File: src/logic/pcf_pkg.sv
/*
  Package for the program counter and fetch address block: counter widths,
  vectors, register offsets, reset values and the carrier structs.
  Assumes nothing beyond a SystemVerilog compiler.
*/
`default_nettype none

package pcf_pkg;

  // --------------------------------------------------------------------
  // Widths and sizes
  // --------------------------------------------------------------------
  localparam int unsigned PCF_PC_W    = 21;             // Counter width
  localparam int unsigned PCF_BYTE_W  = 8;              // Register width
  localparam int unsigned PCF_UPPER_W = 5;              // Upper byte bits
  localparam int unsigned PCF_SP_W    = 5;              // Stack pointer width
  localparam int unsigned PCF_ADDR_W  = 4;              // Register address width

  // --------------------------------------------------------------------
  // Vectors and step
  // --------------------------------------------------------------------
  localparam logic [20:0] PCF_RESET_VEC  = 21'h00_0000; // Reset vector
  localparam logic [20:0] PCF_HIGH_VEC   = 21'h00_0008; // High-priority vector
  localparam logic [20:0] PCF_LOW_VEC    = 21'h00_0018; // Low-priority vector
  localparam logic [20:0] PCF_STEP       = 21'h00_0002; // One instruction word
  localparam logic [20:0] PCF_IMPL_LIMIT = 21'h01_8000; // Implemented bytes, default

  // --------------------------------------------------------------------
  // Register offsets (word index on the plain register port)
  // --------------------------------------------------------------------
  localparam logic [3:0] PCF_OFS_PC_LOW   = 4'h0;       // Low counter byte
  localparam logic [3:0] PCF_OFS_LAT_HIGH = 4'h1;       // High latch
  localparam logic [3:0] PCF_OFS_LAT_UP   = 4'h2;       // Upper latch
  localparam logic [3:0] PCF_OFS_TOS_LOW  = 4'h3;       // Top of stack low
  localparam logic [3:0] PCF_OFS_TOS_HIGH = 4'h4;       // Top of stack high
  localparam logic [3:0] PCF_OFS_TOS_UP   = 4'h5;       // Top of stack upper
  localparam logic [3:0] PCF_OFS_SP       = 4'h6;       // Return stack pointer

  // --------------------------------------------------------------------
  // Reset values
  // --------------------------------------------------------------------
  localparam logic [7:0] PCF_LAT_RST = 8'h00;           // Latches after reset
  localparam logic [4:0] PCF_SP_RST  = 5'h00;           // Pointer after reset

  // --------------------------------------------------------------------
  // Carrier structs
  // --------------------------------------------------------------------
  typedef struct packed {
    logic        wr;        // Write strobe
    logic        rd;        // Read strobe
    logic [3:0]  addr;      // Register index
    logic [7:0]  wdata;     // Write data
  } pcf_reg_req_t;

  typedef struct packed {
    logic        branch;    // Direct load from instruction
    logic [20:0] target;    // Branch target
    logic        advance;   // Step to next word
  } pcf_seq_t;

endpackage : pcf_pkg

`default_nettype wire

File: src/logic/pcf_core.sv
/*
  Program counter and instruction fetch address generator.
  Assumes a core that issues sequential advances, branch loads and wake
  events synchronous to clk, and a program memory on its own bus that
  answers the fetch address with instruction data in the same cycle.
*/
// Summary of operation
// - 21-bit counter spans 2-Mbyte program space
// - Fetch beyond implemented memory returns zeros
// - Vectors: reset 0000h, interrupts 0008h, 0018h
// - Program fetch bus separate from data
// - Low byte readable/writable; three byte split
// - High byte changed only via latch
// - Upper byte changed only via latch
// - Low byte write copies latches into counter
// - Low byte read copies counter into latches
// - Low byte bit zero always zero
// - Sequential advance adds two
// - Branches load directly, latches ignored
// - Interrupt wake-up loads level vector
// - Wake-up pushes counter, advances stack pointer
// - Push increments pointer, then stores counter
`timescale 1ns/100ps
`default_nettype none

module pcf_core
  import pcf_pkg::*;
#(
  parameter logic [20:0] IMPL_LIMIT = PCF_IMPL_LIMIT  // Implemented size, bytes
) (
  // Clock and reset
  input  wire logic        clk,
  input  wire logic        rst_n,
  // Register port
  input  wire logic [3:0]  reg_addr,
  input  wire logic [7:0]  reg_wdata,
  input  wire logic        reg_wr,
  input  wire logic        reg_rd,
  output logic      [7:0]  reg_rdata,
  // Sequencing from the core
  input  wire logic        seq_advance,
  input  wire logic        seq_branch,
  input  wire logic [20:0] seq_target,
  // Wake-up by interrupt
  input  wire logic        wake_int,
  input  wire logic        wake_high,
  input  wire logic        high_priority_global_int_enable,
  input  wire logic        low_priority_global_int_enable,
  // Program memory bus
  output logic      [20:0] fetch_addr,
  input  wire logic [15:0] prog_rdata,
  output logic      [15:0] fetch_instr,
  // Observed state
  output logic      [20:0] pc_value,
  output logic      [4:0]  return_stack_pointer
);

  // --------------------------------------------------------------------
  // Register map on the plain port
  // --------------------------------------------------------------------
  // 0       low counter byte; bit zero always reads back as zero
  // 1       high latch, staged for the next low byte write
  // 2       upper latch, five bits; the top three read as zero
  // 3, 4, 5 top of stack low, high and upper
  // 6       return stack pointer, five bits
  // Writes and reads share one index; read data follow one cycle later.
  // Unmapped indices read as zero and ignore writes.
  // Only the top stack entry is kept here; deeper entries belong to the
  // core. The pointer wraps with no full flag, so software must watch it.

  // --------------------------------------------------------------------
  // State
  // --------------------------------------------------------------------
  logic [20:0] pc_ff,    nxt_pc;        // Program counter
  logic [7:0]  lath_ff,  nxt_lath;      // counter_high_latch
  logic [4:0]  latu_ff,  nxt_latu;      // counter_upper_latch
  logic [4:0]  sp_ff,    nxt_sp;        // Stack pointer
  logic [20:0] tos_ff,   nxt_tos;       // Top of stack value
  logic [7:0]  rdata_ff, nxt_rdata;     // Read data, one cycle later
  logic        wake_go;                 // Vectoring wake-up this cycle

  pcf_reg_req_t req;                    // Bundled register request
  pcf_seq_t     seq;                    // Bundled sequencing request

  assign req = '{wr: reg_wr, rd: reg_rd, addr: reg_addr, wdata: reg_wdata};
  assign seq = '{branch: seq_branch, target: seq_target, advance: seq_advance};

  // Index decode for the low byte, the one write that moves the counter
  function automatic logic hit(input pcf_reg_req_t r, input logic [3:0] ofs);
    hit = (r.addr == ofs);
  endfunction : hit

  // Either enable lets an interrupt wake-up vector
  // The wake line is a pulse; the level enables are sampled beside it.
  assign wake_go = wake_int &&
                   (high_priority_global_int_enable || low_priority_global_int_enable);

  // --------------------------------------------------------------------
  // Next-state logic
  // --------------------------------------------------------------------
  // Priority: wake-up, then branch, then low-byte write, then advance.
  // A branch beats a computed jump in the same cycle, so the low byte
  // write is dropped then; the core is expected not to issue both.
  always_comb begin
    nxt_pc    = pc_ff;
    nxt_lath  = lath_ff;
    nxt_latu  = latu_ff;
    nxt_sp    = sp_ff;
    nxt_tos   = tos_ff;
    nxt_rdata = 8'h00;
    if (wake_go) begin
      nxt_pc  = wake_high ? PCF_HIGH_VEC : PCF_LOW_VEC;
      nxt_sp  = sp_ff + 5'h01;
      nxt_tos = pc_ff;
    end else if (seq.branch) begin
      // Latches deliberately untouched here
      nxt_pc = {seq.target[20:1], 1'b0};
    end else if (req.wr && hit(req, PCF_OFS_PC_LOW)) begin
      nxt_pc = {latu_ff, lath_ff, req.wdata[7:1], 1'b0};
    end else if (seq.advance) begin
      nxt_pc = pc_ff + PCF_STEP;
    end
    // Register writes other than the low byte
    if (req.wr) begin
      case (req.addr)
        PCF_OFS_LAT_HIGH: nxt_lath = req.wdata;
        PCF_OFS_LAT_UP:   nxt_latu = req.wdata[4:0];
        PCF_OFS_TOS_LOW:  if (!wake_go) nxt_tos[7:0]   = req.wdata;
        PCF_OFS_TOS_HIGH: if (!wake_go) nxt_tos[15:8]  = req.wdata;
        PCF_OFS_TOS_UP:   if (!wake_go) nxt_tos[20:16] = req.wdata[4:0];
        PCF_OFS_SP:       if (!wake_go) nxt_sp = req.wdata[4:0];
        default: ;
      endcase
    end
    // Reads; unmapped addresses answer zero
    if (req.rd) begin
      case (req.addr)
        PCF_OFS_PC_LOW: begin
          nxt_rdata = pc_ff[7:0];
          nxt_lath  = pc_ff[15:8];
          nxt_latu  = pc_ff[20:16];
        end
        PCF_OFS_LAT_HIGH: nxt_rdata = lath_ff;
        PCF_OFS_LAT_UP:   nxt_rdata = {3'b000, latu_ff};
        PCF_OFS_TOS_LOW:  nxt_rdata = tos_ff[7:0];
        PCF_OFS_TOS_HIGH: nxt_rdata = tos_ff[15:8];
        PCF_OFS_TOS_UP:   nxt_rdata = {3'b000, tos_ff[20:16]};
        PCF_OFS_SP:       nxt_rdata = {3'b000, sp_ff};
        default:          nxt_rdata = 8'h00;
      endcase
    end
  end

  // --------------------------------------------------------------------
  // Registers
  // --------------------------------------------------------------------
  // Latches reset too, so no unknown reaches the counter.
  always_ff @(posedge clk or negedge rst_n) begin
    if (!rst_n) begin
      pc_ff    <= PCF_RESET_VEC;
      lath_ff  <= PCF_LAT_RST;
      latu_ff  <= PCF_LAT_RST[4:0];
      sp_ff    <= PCF_SP_RST;
      tos_ff   <= PCF_RESET_VEC;
      rdata_ff <= 8'h00;
    end else begin
      pc_ff    <= nxt_pc;
      lath_ff  <= nxt_lath;
      latu_ff  <= nxt_latu;
      sp_ff    <= nxt_sp;
      tos_ff   <= nxt_tos;
      rdata_ff <= nxt_rdata;
    end
  end

  // --------------------------------------------------------------------
  // Fetch path
  // --------------------------------------------------------------------
  // Separate bus: fetch runs alongside any register access.
  assign fetch_addr  = pc_ff;
  // Past the implemented end the word reads as zero, a no-op.
  // The limit is a parameter so one block serves every memory size.
  assign fetch_instr = (pc_ff < IMPL_LIMIT) ? prog_rdata : 16'h0000;

  assign reg_rdata            = rdata_ff;
  assign pc_value             = pc_ff;
  assign return_stack_pointer = sp_ff;

  // --------------------------------------------------------------------
  // Assertions
  // --------------------------------------------------------------------
  property p_lsb_zero;
    @(posedge clk) disable iff (!rst_n) pc_ff[0] == 1'b0;
  endproperty
  a_lsb_zero: assert property (p_lsb_zero) else $error("pc lsb set");

  property p_advance;
    @(posedge clk) disable iff (!rst_n)
      (seq_advance && !seq_branch && !wake_go && !reg_wr) |=> pc_ff == $past(pc_ff) + 21'h2;
  endproperty
  a_advance: assert property (p_advance) else $error("advance not by two");

  property p_branch;
    @(posedge clk) disable iff (!rst_n)
      (seq_branch && !wake_go) |=> pc_ff == {$past(seq_target[20:1]), 1'b0} && $stable(lath_ff);
  endproperty
  a_branch: assert property (p_branch) else $error("branch load wrong");

  property p_low_write;
    @(posedge clk) disable iff (!rst_n)
      (reg_wr && reg_addr == PCF_OFS_PC_LOW && !seq_branch && !wake_go)
      |=> pc_ff == {$past(latu_ff), $past(lath_ff), $past(reg_wdata[7:1]), 1'b0};
  endproperty
  a_low_write: assert property (p_low_write) else $error("latch copy failed");

  property p_low_read;
    @(posedge clk) disable iff (!rst_n)
      (reg_rd && reg_addr == PCF_OFS_PC_LOW)
      |=> lath_ff == $past(pc_ff[15:8]) && latu_ff == $past(pc_ff[20:16])
          && reg_rdata == $past(pc_ff[7:0]);
  endproperty
  a_low_read: assert property (p_low_read) else $error("latch capture failed");

  property p_wake_vec;
    @(posedge clk) disable iff (!rst_n)
      wake_go |=> pc_ff == ($past(wake_high) ? 21'h8 : 21'h18);
  endproperty
  a_wake_vec: assert property (p_wake_vec) else $error("wrong vector");

  property p_wake_push;
    @(posedge clk) disable iff (!rst_n)
      wake_go |=> tos_ff == $past(pc_ff) && sp_ff == $past(sp_ff) + 5'h1;
  endproperty
  a_wake_push: assert property (p_wake_push) else $error("push wrong");

  property p_beyond;
    @(posedge clk) disable iff (!rst_n) (pc_ff >= IMPL_LIMIT) |-> fetch_instr == 16'h0000;
  endproperty
  a_beyond: assert property (p_beyond) else $error("nonzero beyond end");

  property p_hold;
    @(posedge clk) disable iff (!rst_n)
      !(reg_wr || reg_rd) |=> $stable(lath_ff) && $stable(latu_ff);
  endproperty
  a_hold: assert property (p_hold) else $error("latch changed");

  // Read data stand for one cycle only, then fall back to zero
  property p_rdata_idle;
    @(posedge clk) disable iff (!rst_n) !reg_rd |=> reg_rdata == 8'h00;
  endproperty
  a_rdata_idle: assert property (p_rdata_idle) else $error("read data not cleared");

  // A latch write stages a value; a low byte read in the same cycle wins
  property p_lath_write;
    @(posedge clk) disable iff (!rst_n)
      (reg_wr && !reg_rd && reg_addr == PCF_OFS_LAT_HIGH) |=> lath_ff == $past(reg_wdata);
  endproperty
  a_lath_write: assert property (p_lath_write) else $error("high latch lost");

  property p_latu_write;
    @(posedge clk) disable iff (!rst_n)
      (reg_wr && !reg_rd && reg_addr == PCF_OFS_LAT_UP) |=> latu_ff == $past(reg_wdata[4:0]);
  endproperty
  a_latu_write: assert property (p_latu_write) else $error("upper latch lost");

  // Software stack writes land only when no wake-up owns the stack
  property p_sp_write;
    @(posedge clk) disable iff (!rst_n)
      (reg_wr && reg_addr == PCF_OFS_SP && !wake_go) |=> sp_ff == $past(reg_wdata[4:0]);
  endproperty
  a_sp_write: assert property (p_sp_write) else $error("pointer write lost");

  property p_tos_write;
    @(posedge clk) disable iff (!rst_n)
      (reg_wr && reg_addr == PCF_OFS_TOS_LOW && !wake_go) |=> tos_ff[7:0] == $past(reg_wdata);
  endproperty
  a_tos_write: assert property (p_tos_write) else $error("stack write lost");

  // A wake event with both enables clear must leave the pointer alone
  property p_no_vector;
    @(posedge clk) disable iff (!rst_n)
      (wake_int && !wake_go && !(reg_wr && reg_addr == PCF_OFS_SP)) |=> $stable(sp_ff);
  endproperty
  a_no_vector: assert property (p_no_vector) else $error("stack moved");

  // --------------------------------------------------------------------
  // Coverage of the main scenarios
  // --------------------------------------------------------------------
  c_wake:   cover property (@(posedge clk) disable iff (!rst_n) wake_go);
  // Branch followed straight away by a sequential step
  c_branch: cover property (@(posedge clk) disable iff (!rst_n) seq_branch ##1 seq_advance);
  // Computed jump: read the low byte, write it back the next cycle
  c_comp:   cover property (@(posedge clk) disable iff (!rst_n)
                            reg_rd && reg_addr == PCF_OFS_PC_LOW ##1
                            reg_wr && reg_addr == PCF_OFS_PC_LOW);
  c_low_vec: cover property (@(posedge clk) disable iff (!rst_n) wake_go && !wake_high);
  // Fetch past the implemented end, where only no-ops come back
  c_beyond:  cover property (@(posedge clk) disable iff (!rst_n) pc_ff >= IMPL_LIMIT);

endmodule : pcf_core

`default_nettype wire

File: config.mk
export PLATFORM = sky130hd
export DESIGN_NAME = pcf_core
export DESIGN_NICKNAME = d
export VERILOG_FILES = /design/src/logic/pcf_pkg.sv /design/src/logic/pcf_core.sv
export SDC_FILE = /design/constraint.sdc
export NUM_CORES = 1
export LEC_CHECK = 0
export BUFFER_PORTS_ARGS = -buffer_cell sky130_fd_sc_hd__buf_2
export CAP_MARGIN = 0
export CORE_AREA = 2 2 72 126
export DETAILED_ROUTE_END_ITERATION = 10
export DIE_AREA = 0 0 74 128
export PLACE_DENSITY = 0.81
export SETUP_SLACK_MARGIN = 0.2
export SKIP_CTS_REPAIR_TIMING = 1
export SLEW_MARGIN = 20
export SYNTH_ARGS = -nofsm -noshare
export SYNTH_HDL_FRONTEND = slang
export SYNTH_SLANG_ARGS = --single-unit
File: constraint.sdc
create_clock -name clk -period 2.4 [get_ports clk]
set_clock_uncertainty 0.2 [all_clocks]
set_input_delay 0.36 -clock clk [delete_from_list [all_inputs] [get_ports clk]]
set_output_delay 0.36 -clock clk [all_outputs]
set_load 0.03 [all_outputs]
==> Word level (Yosys, flattened, before mapping) <==
Cells that the tools add are included.
{ "word_totals": {"reg_bits": 68, "input_bits": 59, "out_inout_bits": 71, "wordCells": 48} }
{ "op_classes": {"n_addsub": 2, "order_cmp": 1, "eq_ne": 6, "mux": 28, "n_reduce_logical": 5} }
{ "op_table": {"columns": ["op", "n"], "rows": [
  ["$mux 21", 6],
  ["$mux 8", 9],
  ["$pmux 8 s7", 1],
  ["$mux 5", 11],
  ["$add 21x2->21 const B", 1],
  ["$lt 21x17->1 const B", 1],
  ["$mux 16", 1],
  ["$eq 4x3->1 const B", 3],
  ["$eq 4x2->1 const B", 2],
  ["$add 5x1->5 const B", 1],
  ["$eq 4x1->1 const B", 1],
  ["$logic_not 4->1", 1],
  ["$reduce_bool 4->1", 1],
  ["$logic_and 1x1->1", 2],
  ["$logic_or 1x1->1", 1]
]} }

==> Logic depth before layout (Yosys ltp) <==
Gate-level depths: netlist of the first run.
{ "depth": {"ltp_word": 6, "mapped_depth": 8, "mapped_depth_nobuf": 6} }

==> Worst setup path before layout of the first run <==
Ideal clock, no wire load.
{ "synth_path": {"kind": "reg2out", "from": "register pc_ff[19], in the netlist fetch_addr[19]", "to": "output fetch_instr[10]", "t_arrival_ns": 1.867, "required_time_ns": 1.840, "slack_ns": -0.027, "path_stages_with_launch": 5, "path_buffers": 1, "cell_sequence": "dfrtp_1 -> or4_1 -> a21oi_1 -> clkbuf_1 -> and2_1"} }
{ "synth_between": {"elab_chain_len": 2} }
{ "synth_rtl": {"columns": ["item", "line_no", "source"], "rows": [
  ["start, declared", "pcf_core.sv:74", "logic [20:0] pc_ff, nxt_pc;"],
  ["start signal, assigned", "pcf_core.sv:167", "pc_ff <= nxt_pc;"],
  ["$lt 21x17->1", "pcf_core.sv:183", "assign fetch_instr = (pc_ff < IMPL_LIMIT) ? prog_rdata : 16'h0000;"],
  ["$mux 16", "pcf_core.sv:183", null],
  ["end, declared", "pcf_core.sv:52", "output logic [15:0] fetch_instr,"]
]} }
No other way between the ends.

==> Worst setup path in the final report of the first run <==
{ "layout_path": {"from": "register pc_ff[19], in the netlist fetch_addr[19]", "to": "output fetch_instr[8]"} }
Same word-level chain as after synthesis.

==> impl_results.md, run 1 <==
- Status: complete, but fails checks
- Failing checks: setup timing
- Most frequent cell after synthesis: dfrtp_1
- # IOs: 130
- FF/Latch Area: between 1500 and 2000 um2
- Required @ worst endpoint: between 1.5 and 2 ns
- Clock Latency Late Sink: ~0.34 ns
- Layout area overhead: 25.6%
- Post-DP HPWL: between 10,000 and 15,000 um
- Chip height: approximately 130 um
- Initial Utilization: a little over 50%
- Max Clk Rate: between 0.4 and 0.5 GHz
- Largest net degree at the start of global routing: 34
- First-pass GRT wire length: about 22,000 um
- Minimum clock period: about 2.4 ns
- Top cells by count, synth: 67 x dfrtp_1, 62 x nand2_1, 51 x o21ai_0
- Die Wd: roughly 74 um
- Top FF cell, synth: dfrtp_1
- Final setup margin: -0.0467 ns
- Core Rows: 45
- Slew HR: 63.8%
- Share of post-route cells with drive strength above 1: 34.2%
- Drt wl/cell: about 20 um
- Wirelength, routed: roughly 15,000 um
- Crit path capture type: output port
- Startpoint types: flop
- RSZ-0062 raised after global routing: true
- GRT Util Overall: between 30% and 40%
- Worst hold path type: input pin to flop
- Via count: 4,507
- Crit path DAT: 1.89 ns
- Via/cell ratio: between 6 and 7
- Yosys top cell by area: dfrtp_1
- Final setup fails: 12
- Distinct cells, synth: 65
- Leakage: 2.62 nW
- Yosys warning count: 0
- Core area: between 8000 and 9000 um2
- Post-synthesis register bit count: 67
- Cells after Synth: slightly below 500
- Port Buf Inserts: 126
- DRT iter0 DRCs: 579
- Proportion of netlist area held by the largest area contributor: 38.2%
- Clock root cell: clkbuf_16
- Final nets: 675
- Register area share after synthesis: between 30% and 40%
- Total clock sinks: 67
- CTS Buf Count: 9
- Power Density: ~700 nW/um2
- GRT overflow: 0
- Worst-path maximum fanout: 8
- Post-synth EDFFs: 0
- Pre-Repair DR Iteration Count: 5
- Ant. Diodes: 0
- Layout fillers: between 700 and 800
- Htree depth: 3
- Post-route ant nets: 0
- Hold Vio Cnt, Final: 0
- Setup CP Type: flop to output port
- Clock buffer depth: 2
- Asr flop ratio synth: 100%
- Syn_area_per_cell: between 8 and 9 um2
- Util after Layout: 64.8%
- Final setup TNS: -0.263 ns
- Die ar.: approximately 9500 um2
- Synth area leaders: dfrtp_1 38%, mux2i_1 9.4%, o21ai_0 5.8%
- Mapped Area: about 4400 um2
- CTS tree: yes
- Vias in the first global route: 4,352
- Maxcap violations: 0
- Slew Viols, Final: 0
- Routability cong.: 0.939
- Clock-pin slew on the worst setup and hold paths: around 0.060 ns
- Area of the multi-input gates: 2440 um2
- Worst-Margin Slew: 0.541 ns
- Initial antenna violation count: 0
- Worst IR Drop VDD: 0.406 mV
- Crit share post-route: 102%
- Detailed-route DRC error count: 0
cells in the final DEF (no fill, tap or decap), types with 3 or more instances in the layout:
cell / Yosys / routed
xnor2_1: 3 / 3
and2_1: 17 / 5
nand3b_1: 3 / 3
nand2_1: 62 / 62
a221oi_1: 4 / 4
a21oi_1: 18 / 17
and2_4: 1 / 5
nor3_1: 11 / 11
o22ai_1: 3 / 3
a222oi_1: 3 / 3
and2_2: 0 / 8
xor2_1: 7 / 7
a31oi_1: 3 / 3
dfrtp_2: 0 / 3
and3_1: 13 / 13
nor2_1: 30 / 30
a32o_1: 4 / 4
nand2b_1: 9 / 9
buf_2: 11 / 110
inv_1: 4 / 4
clkbuf_16: 0 / 9
a211oi_1: 5 / 5
o2bb2ai_1: 4 / 4
dfrtp_1: 67 / 64
nand4_1: 5 / 5
mux2i_1: 41 / 41
nor2b_1: 4 / 4
a22oi_1: 5 / 5
buf_4: 25 / 44
clkinv_2: 0 / 5
nand3_1: 13 / 13
o21ai_0: 51 / 51
buf_6: 1 / 5
a22o_1: 4 / 4
cell families after synthesis:
group	share of synthesized area, %
AND/OR/NAND/NOR	21.2
AO/OA/AOI/OAI	19.9
flip-flops	38.2
buffers and inverters	7.64
multiplexers	10.4
XOR/XNOR	2.00
adder cells (fa/ha/maj)	0.570
other	0.0855
stage by stage:
stage / std cells / setup WS [ns] / power [mW] / hold slack, ns / instance area (um2)
after floorplan: 495 / 0.202 / 2.27 / -0.136 / 4410
after global placement: 718 / 0.0991 / 2.64 / 0.0460 / 5150
after detailed placement: 718 / 0.0889 / 2.67 / 0.0444 / 5150
after CTS: 734 / -0.264 / 3.85 / -0.306 / 5410
after global routing: 736 / -0.0718 / 4.07 / 0.0588 / 5510
final: 736 / -0.0467 / 3.92 / 0.0322 / 5510
worst max-delay path: stages, from the launching register on:
cell and delay, ns:
dfrtp_2 0.40, or4_4 0.57, a21oi_4 0.24, and2_2 0.21, buf_6 0.13
path summary, 6_finish.rpt:
check,startpoint,to,slack [ns],depth (start not counted)
worst max-delay path,fetch_addr[19],fetch_instr[8],-0.05,4
worst min-delay path,wake_high,fetch_addr[4],0.03,2
worst max register to register,fetch_addr[8],fetch_addr[18],0.36,6
worst min register to register,return_stack_pointer[0],return_stack_pointer[0],0.35,1
max in group asynchronous,rst_n,lath_ff[3],1.16,3
min in group asynchronous,rst_n,reg_rdata[1],0.22,2
layer usage:
| layer | track usage [%] | part of all wire, % | vias to the layer above |
|---|---|---|---|
| li1 | - | - | 2022 |
| met1 | 36.4 | 35 | 2132 |
| met2 | 49.7 | 50 | 274 |
| met3 | 4.32 | 6.9 | 79 |
| met4 | 20.4 | 7.7 | 0 |
| met5 | 0 | 0 | - |
sequential cells by signal, indices dropped and copies added, names as in the netlist:
register,cells
fetch_addr,20
lath_ff,8
latu_ff,5
reg_rdata,8
return_stack_pointer,5
tos_ff,21
area by class of cell:
cell class,count,area share [%]
clock buffers,10,4.15
clock inverters,6,0.590
repair buffers,161,17.5
inverters,4,0.272
well taps,117,2.66
multi-input cells,371,44.3
flip-flops and latches,67,30.5
where the power goes:
| part | switching (mW) | total [mW] | internal (mW) |
|---|---|---|---|
| Sequential | 0.209 | 1.52 | 1.31 |
| Clock | 0.493 | 1.18 | 0.689 |
| Combinational | 0.770 | 1.23 | 0.457 |
| Total | 1.47 | 3.92 | 2.45 |
Note: power is estimated with default switching activity, not from simulation.
==> run 2: changes to the inputs <==
Settings changed: ABC_CLOCK_PERIOD_IN_PS set to 2400, BUFFER_PORTS_ARGS -buffer_cell sky130_fd_sc_hd__buf_2 to -buffer_cell sky130_fd_sc_hd__buf_4.
==> impl_results.md, run 2 (synthesis results as in run 1) <==
- Initial Utilization: around half
- Pre-Repair DR Iteration Count: 6
- Layout fillers: slightly below 700
- Worst IR Drop VDD: between 0.4 and 0.5 mV
- Worst-Margin Slew: 0.561 ns
- DR top layer: met4
- Worst hold path type: input pin to flop
- Port Buf Inserts: approximately 130
- Die Wd: about 74 um
- Final setup margin: -0.0569 ns
- CTS Buf Count: 9
- Final nets: around 680
- Status: complete, but fails checks
- Maxcap violations: 0
- Post-route ant nets: 0
- Total power: approximately 4.3 mW
- Final setup TNS: -0.537 ns
- Crit share post-route: 102%
- Met1 wire length: around 5200 um
- Initial antenna violation count: 0
- Total clock sinks: between 60 and 70
- Detailed-route DRC error count: 0
- Post-DP HPWL: ~11,000 um
- # IOs: 130
- RSZ-0062 raised after global routing: true
- Minimum clock period: between 2 and 2.5 ns
- Clock Latency Late Sink: ~0.34 ns
- Most frequent cells in the layout: 151 x buf_4, 64 x dfrtp_1, 62 x nand2_1
- Area of the multi-input gates: about 2400 um2
- Largest register FFs: 21
- Logic gate share of total power: 30.9%
- Ant. Diodes: 0
- Final instance area: 5890 um2
- Failing checks: setup timing
- GRT Util Overall: about 32%
- Non-filler instance count after layout: around 740
- Clock-pin slew on the worst setup and hold paths: approximately 0.050 ns
- DRT iter0 DRCs: around 480
- Largest Register: tos_ff
- Setup CP Type: flop to output port
- Share of post-route cells with drive strength above 1: about 34%
- Chip height: about 130 um
- Largest net degree at the start of global routing: slightly above 40
- Core Rows: 45
- Clock buffer depth: 2
- Crit path capture type: output port
- Via/cell ratio: ~6.2
- Htree depth: 3
- Via count: 4,571
- Startpoint types: flop
- GRT overflow: 0
- Routed wl met2: a little under 8000 um
- Crit path DAT: approximately 1.9 ns
- Wirelength, routed: approximately 15,000 um
- Drt wl/cell: between 20 and 25 um
- Core area: 8500 um2
- Hold Vio Cnt, Final: 0
- Sequential share of power: ~35%
- Post-placement cell count: about 700
- Clock root cell: clkbuf_16
- Layout area overhead: 34.3%
- Leakage: around 2.7 nW
- Required @ worst endpoint: around 1.8 ns
- Power Internal: 2.80 mW
- Util after Layout: between 60% and 70%
- NetSw: between 1.5 and 2 mW
- Instance area at placement: between 5000 and 6000 um2
- Power Density: approximately 730 nW/um2
- Slew HR: roughly 63%
- Die ar.: about 9500 um2
- Final setup fails: 16
- Max Clk Rate: 0.407 GHz
- Sw Ratio: around a third
- FF/Latch Area: 1680 um2
- Commonest non-fill, non-tap cell in the layout: buf_4
- Vias in the first global route: roughly 4,400
- Routability cong.: between 0.9 and 1
- Metal3 WL: around 1000 um
- CTS tree: yes
- Slew Viols, Final: 0
- Power share of the clock group: between 30% and 40%
- Worst-path maximum fanout: 8
- First-pass GRT wire length: between 20,000 and 25,000 um
## run 2: changes by cell type in the layout (fill, tap and decap cells not counted), sizes merged
cell	previous run	this run
buf	160	162
bufinv	0	2
clkbuf	10	12
clkinv	5	2
clkinvlp	1	0
## run 2: final timing paths
kind | end | cells after the start | from | slack, ns
worst max register to register | fetch_addr[18] | 6 | fetch_addr[10] | 0.35
worst min register to register | tos_ff[0] | 2 | tos_ff[0] | 0.34
min in group asynchronous | latu_ff[0] | 2 | rst_n | 0.36
worst min-delay path | fetch_addr[4] | 2 | wake_high | 0.006
worst max-delay path | fetch_instr[8] | 4 | fetch_addr[17] | -0.06
max in group asynchronous | fetch_addr[8] | 3 | rst_n | 1.09
## run 2: cell type report
class                   count  area share [%]
well taps                 117            2.48
clock buffers              12            4.18
clock inverters             4            1.25
flip-flops and latches     67            28.5
inverters                   4           0.255
multi-input cells         371            41.5
repair buffers            163            21.8
## run 2: per-layer routing
layer,up-vias,global-route usage (%)
li1,2022,-
met1,2176,37.3
met2,290,54.4
met3,83,5.66
met4,0,19.7
met5,-,0
## run 2: through the flow
step | hold slack, ns | worst slack (ns)
3_3_place_gp | 0.175 | 0.0734
5_1_grt | 0.00609 | -0.0825
6_report | 0.00632 | -0.0569
3_5_place_dp | 0.187 | 0.0312
4_1_cts | -0.173 | -0.309
2_1_floorplan | -0.136 | 0.202
## run 2: power by group through the flow
stage | Clock (mW) | Sequential [mW] | Combinational, mW
after detailed placement | 0 | 1.53 | 1.26
after global routing | 1.51 | 1.55 | 1.41
after global placement | 0 | 1.52 | 1.23
after floorplan | 0 | 1.61 | 0.662
final | 1.45 | 1.52 | 1.33
after CTS | 1.45 | 1.51 | 1.27
## run 2: worst max-delay path: stages, from the launching register on
cell and delay, ns:
dfrtp_2 0.40, or4_4 0.58, a21oi_4 0.25, and2_4 0.20, buf_6 0.12
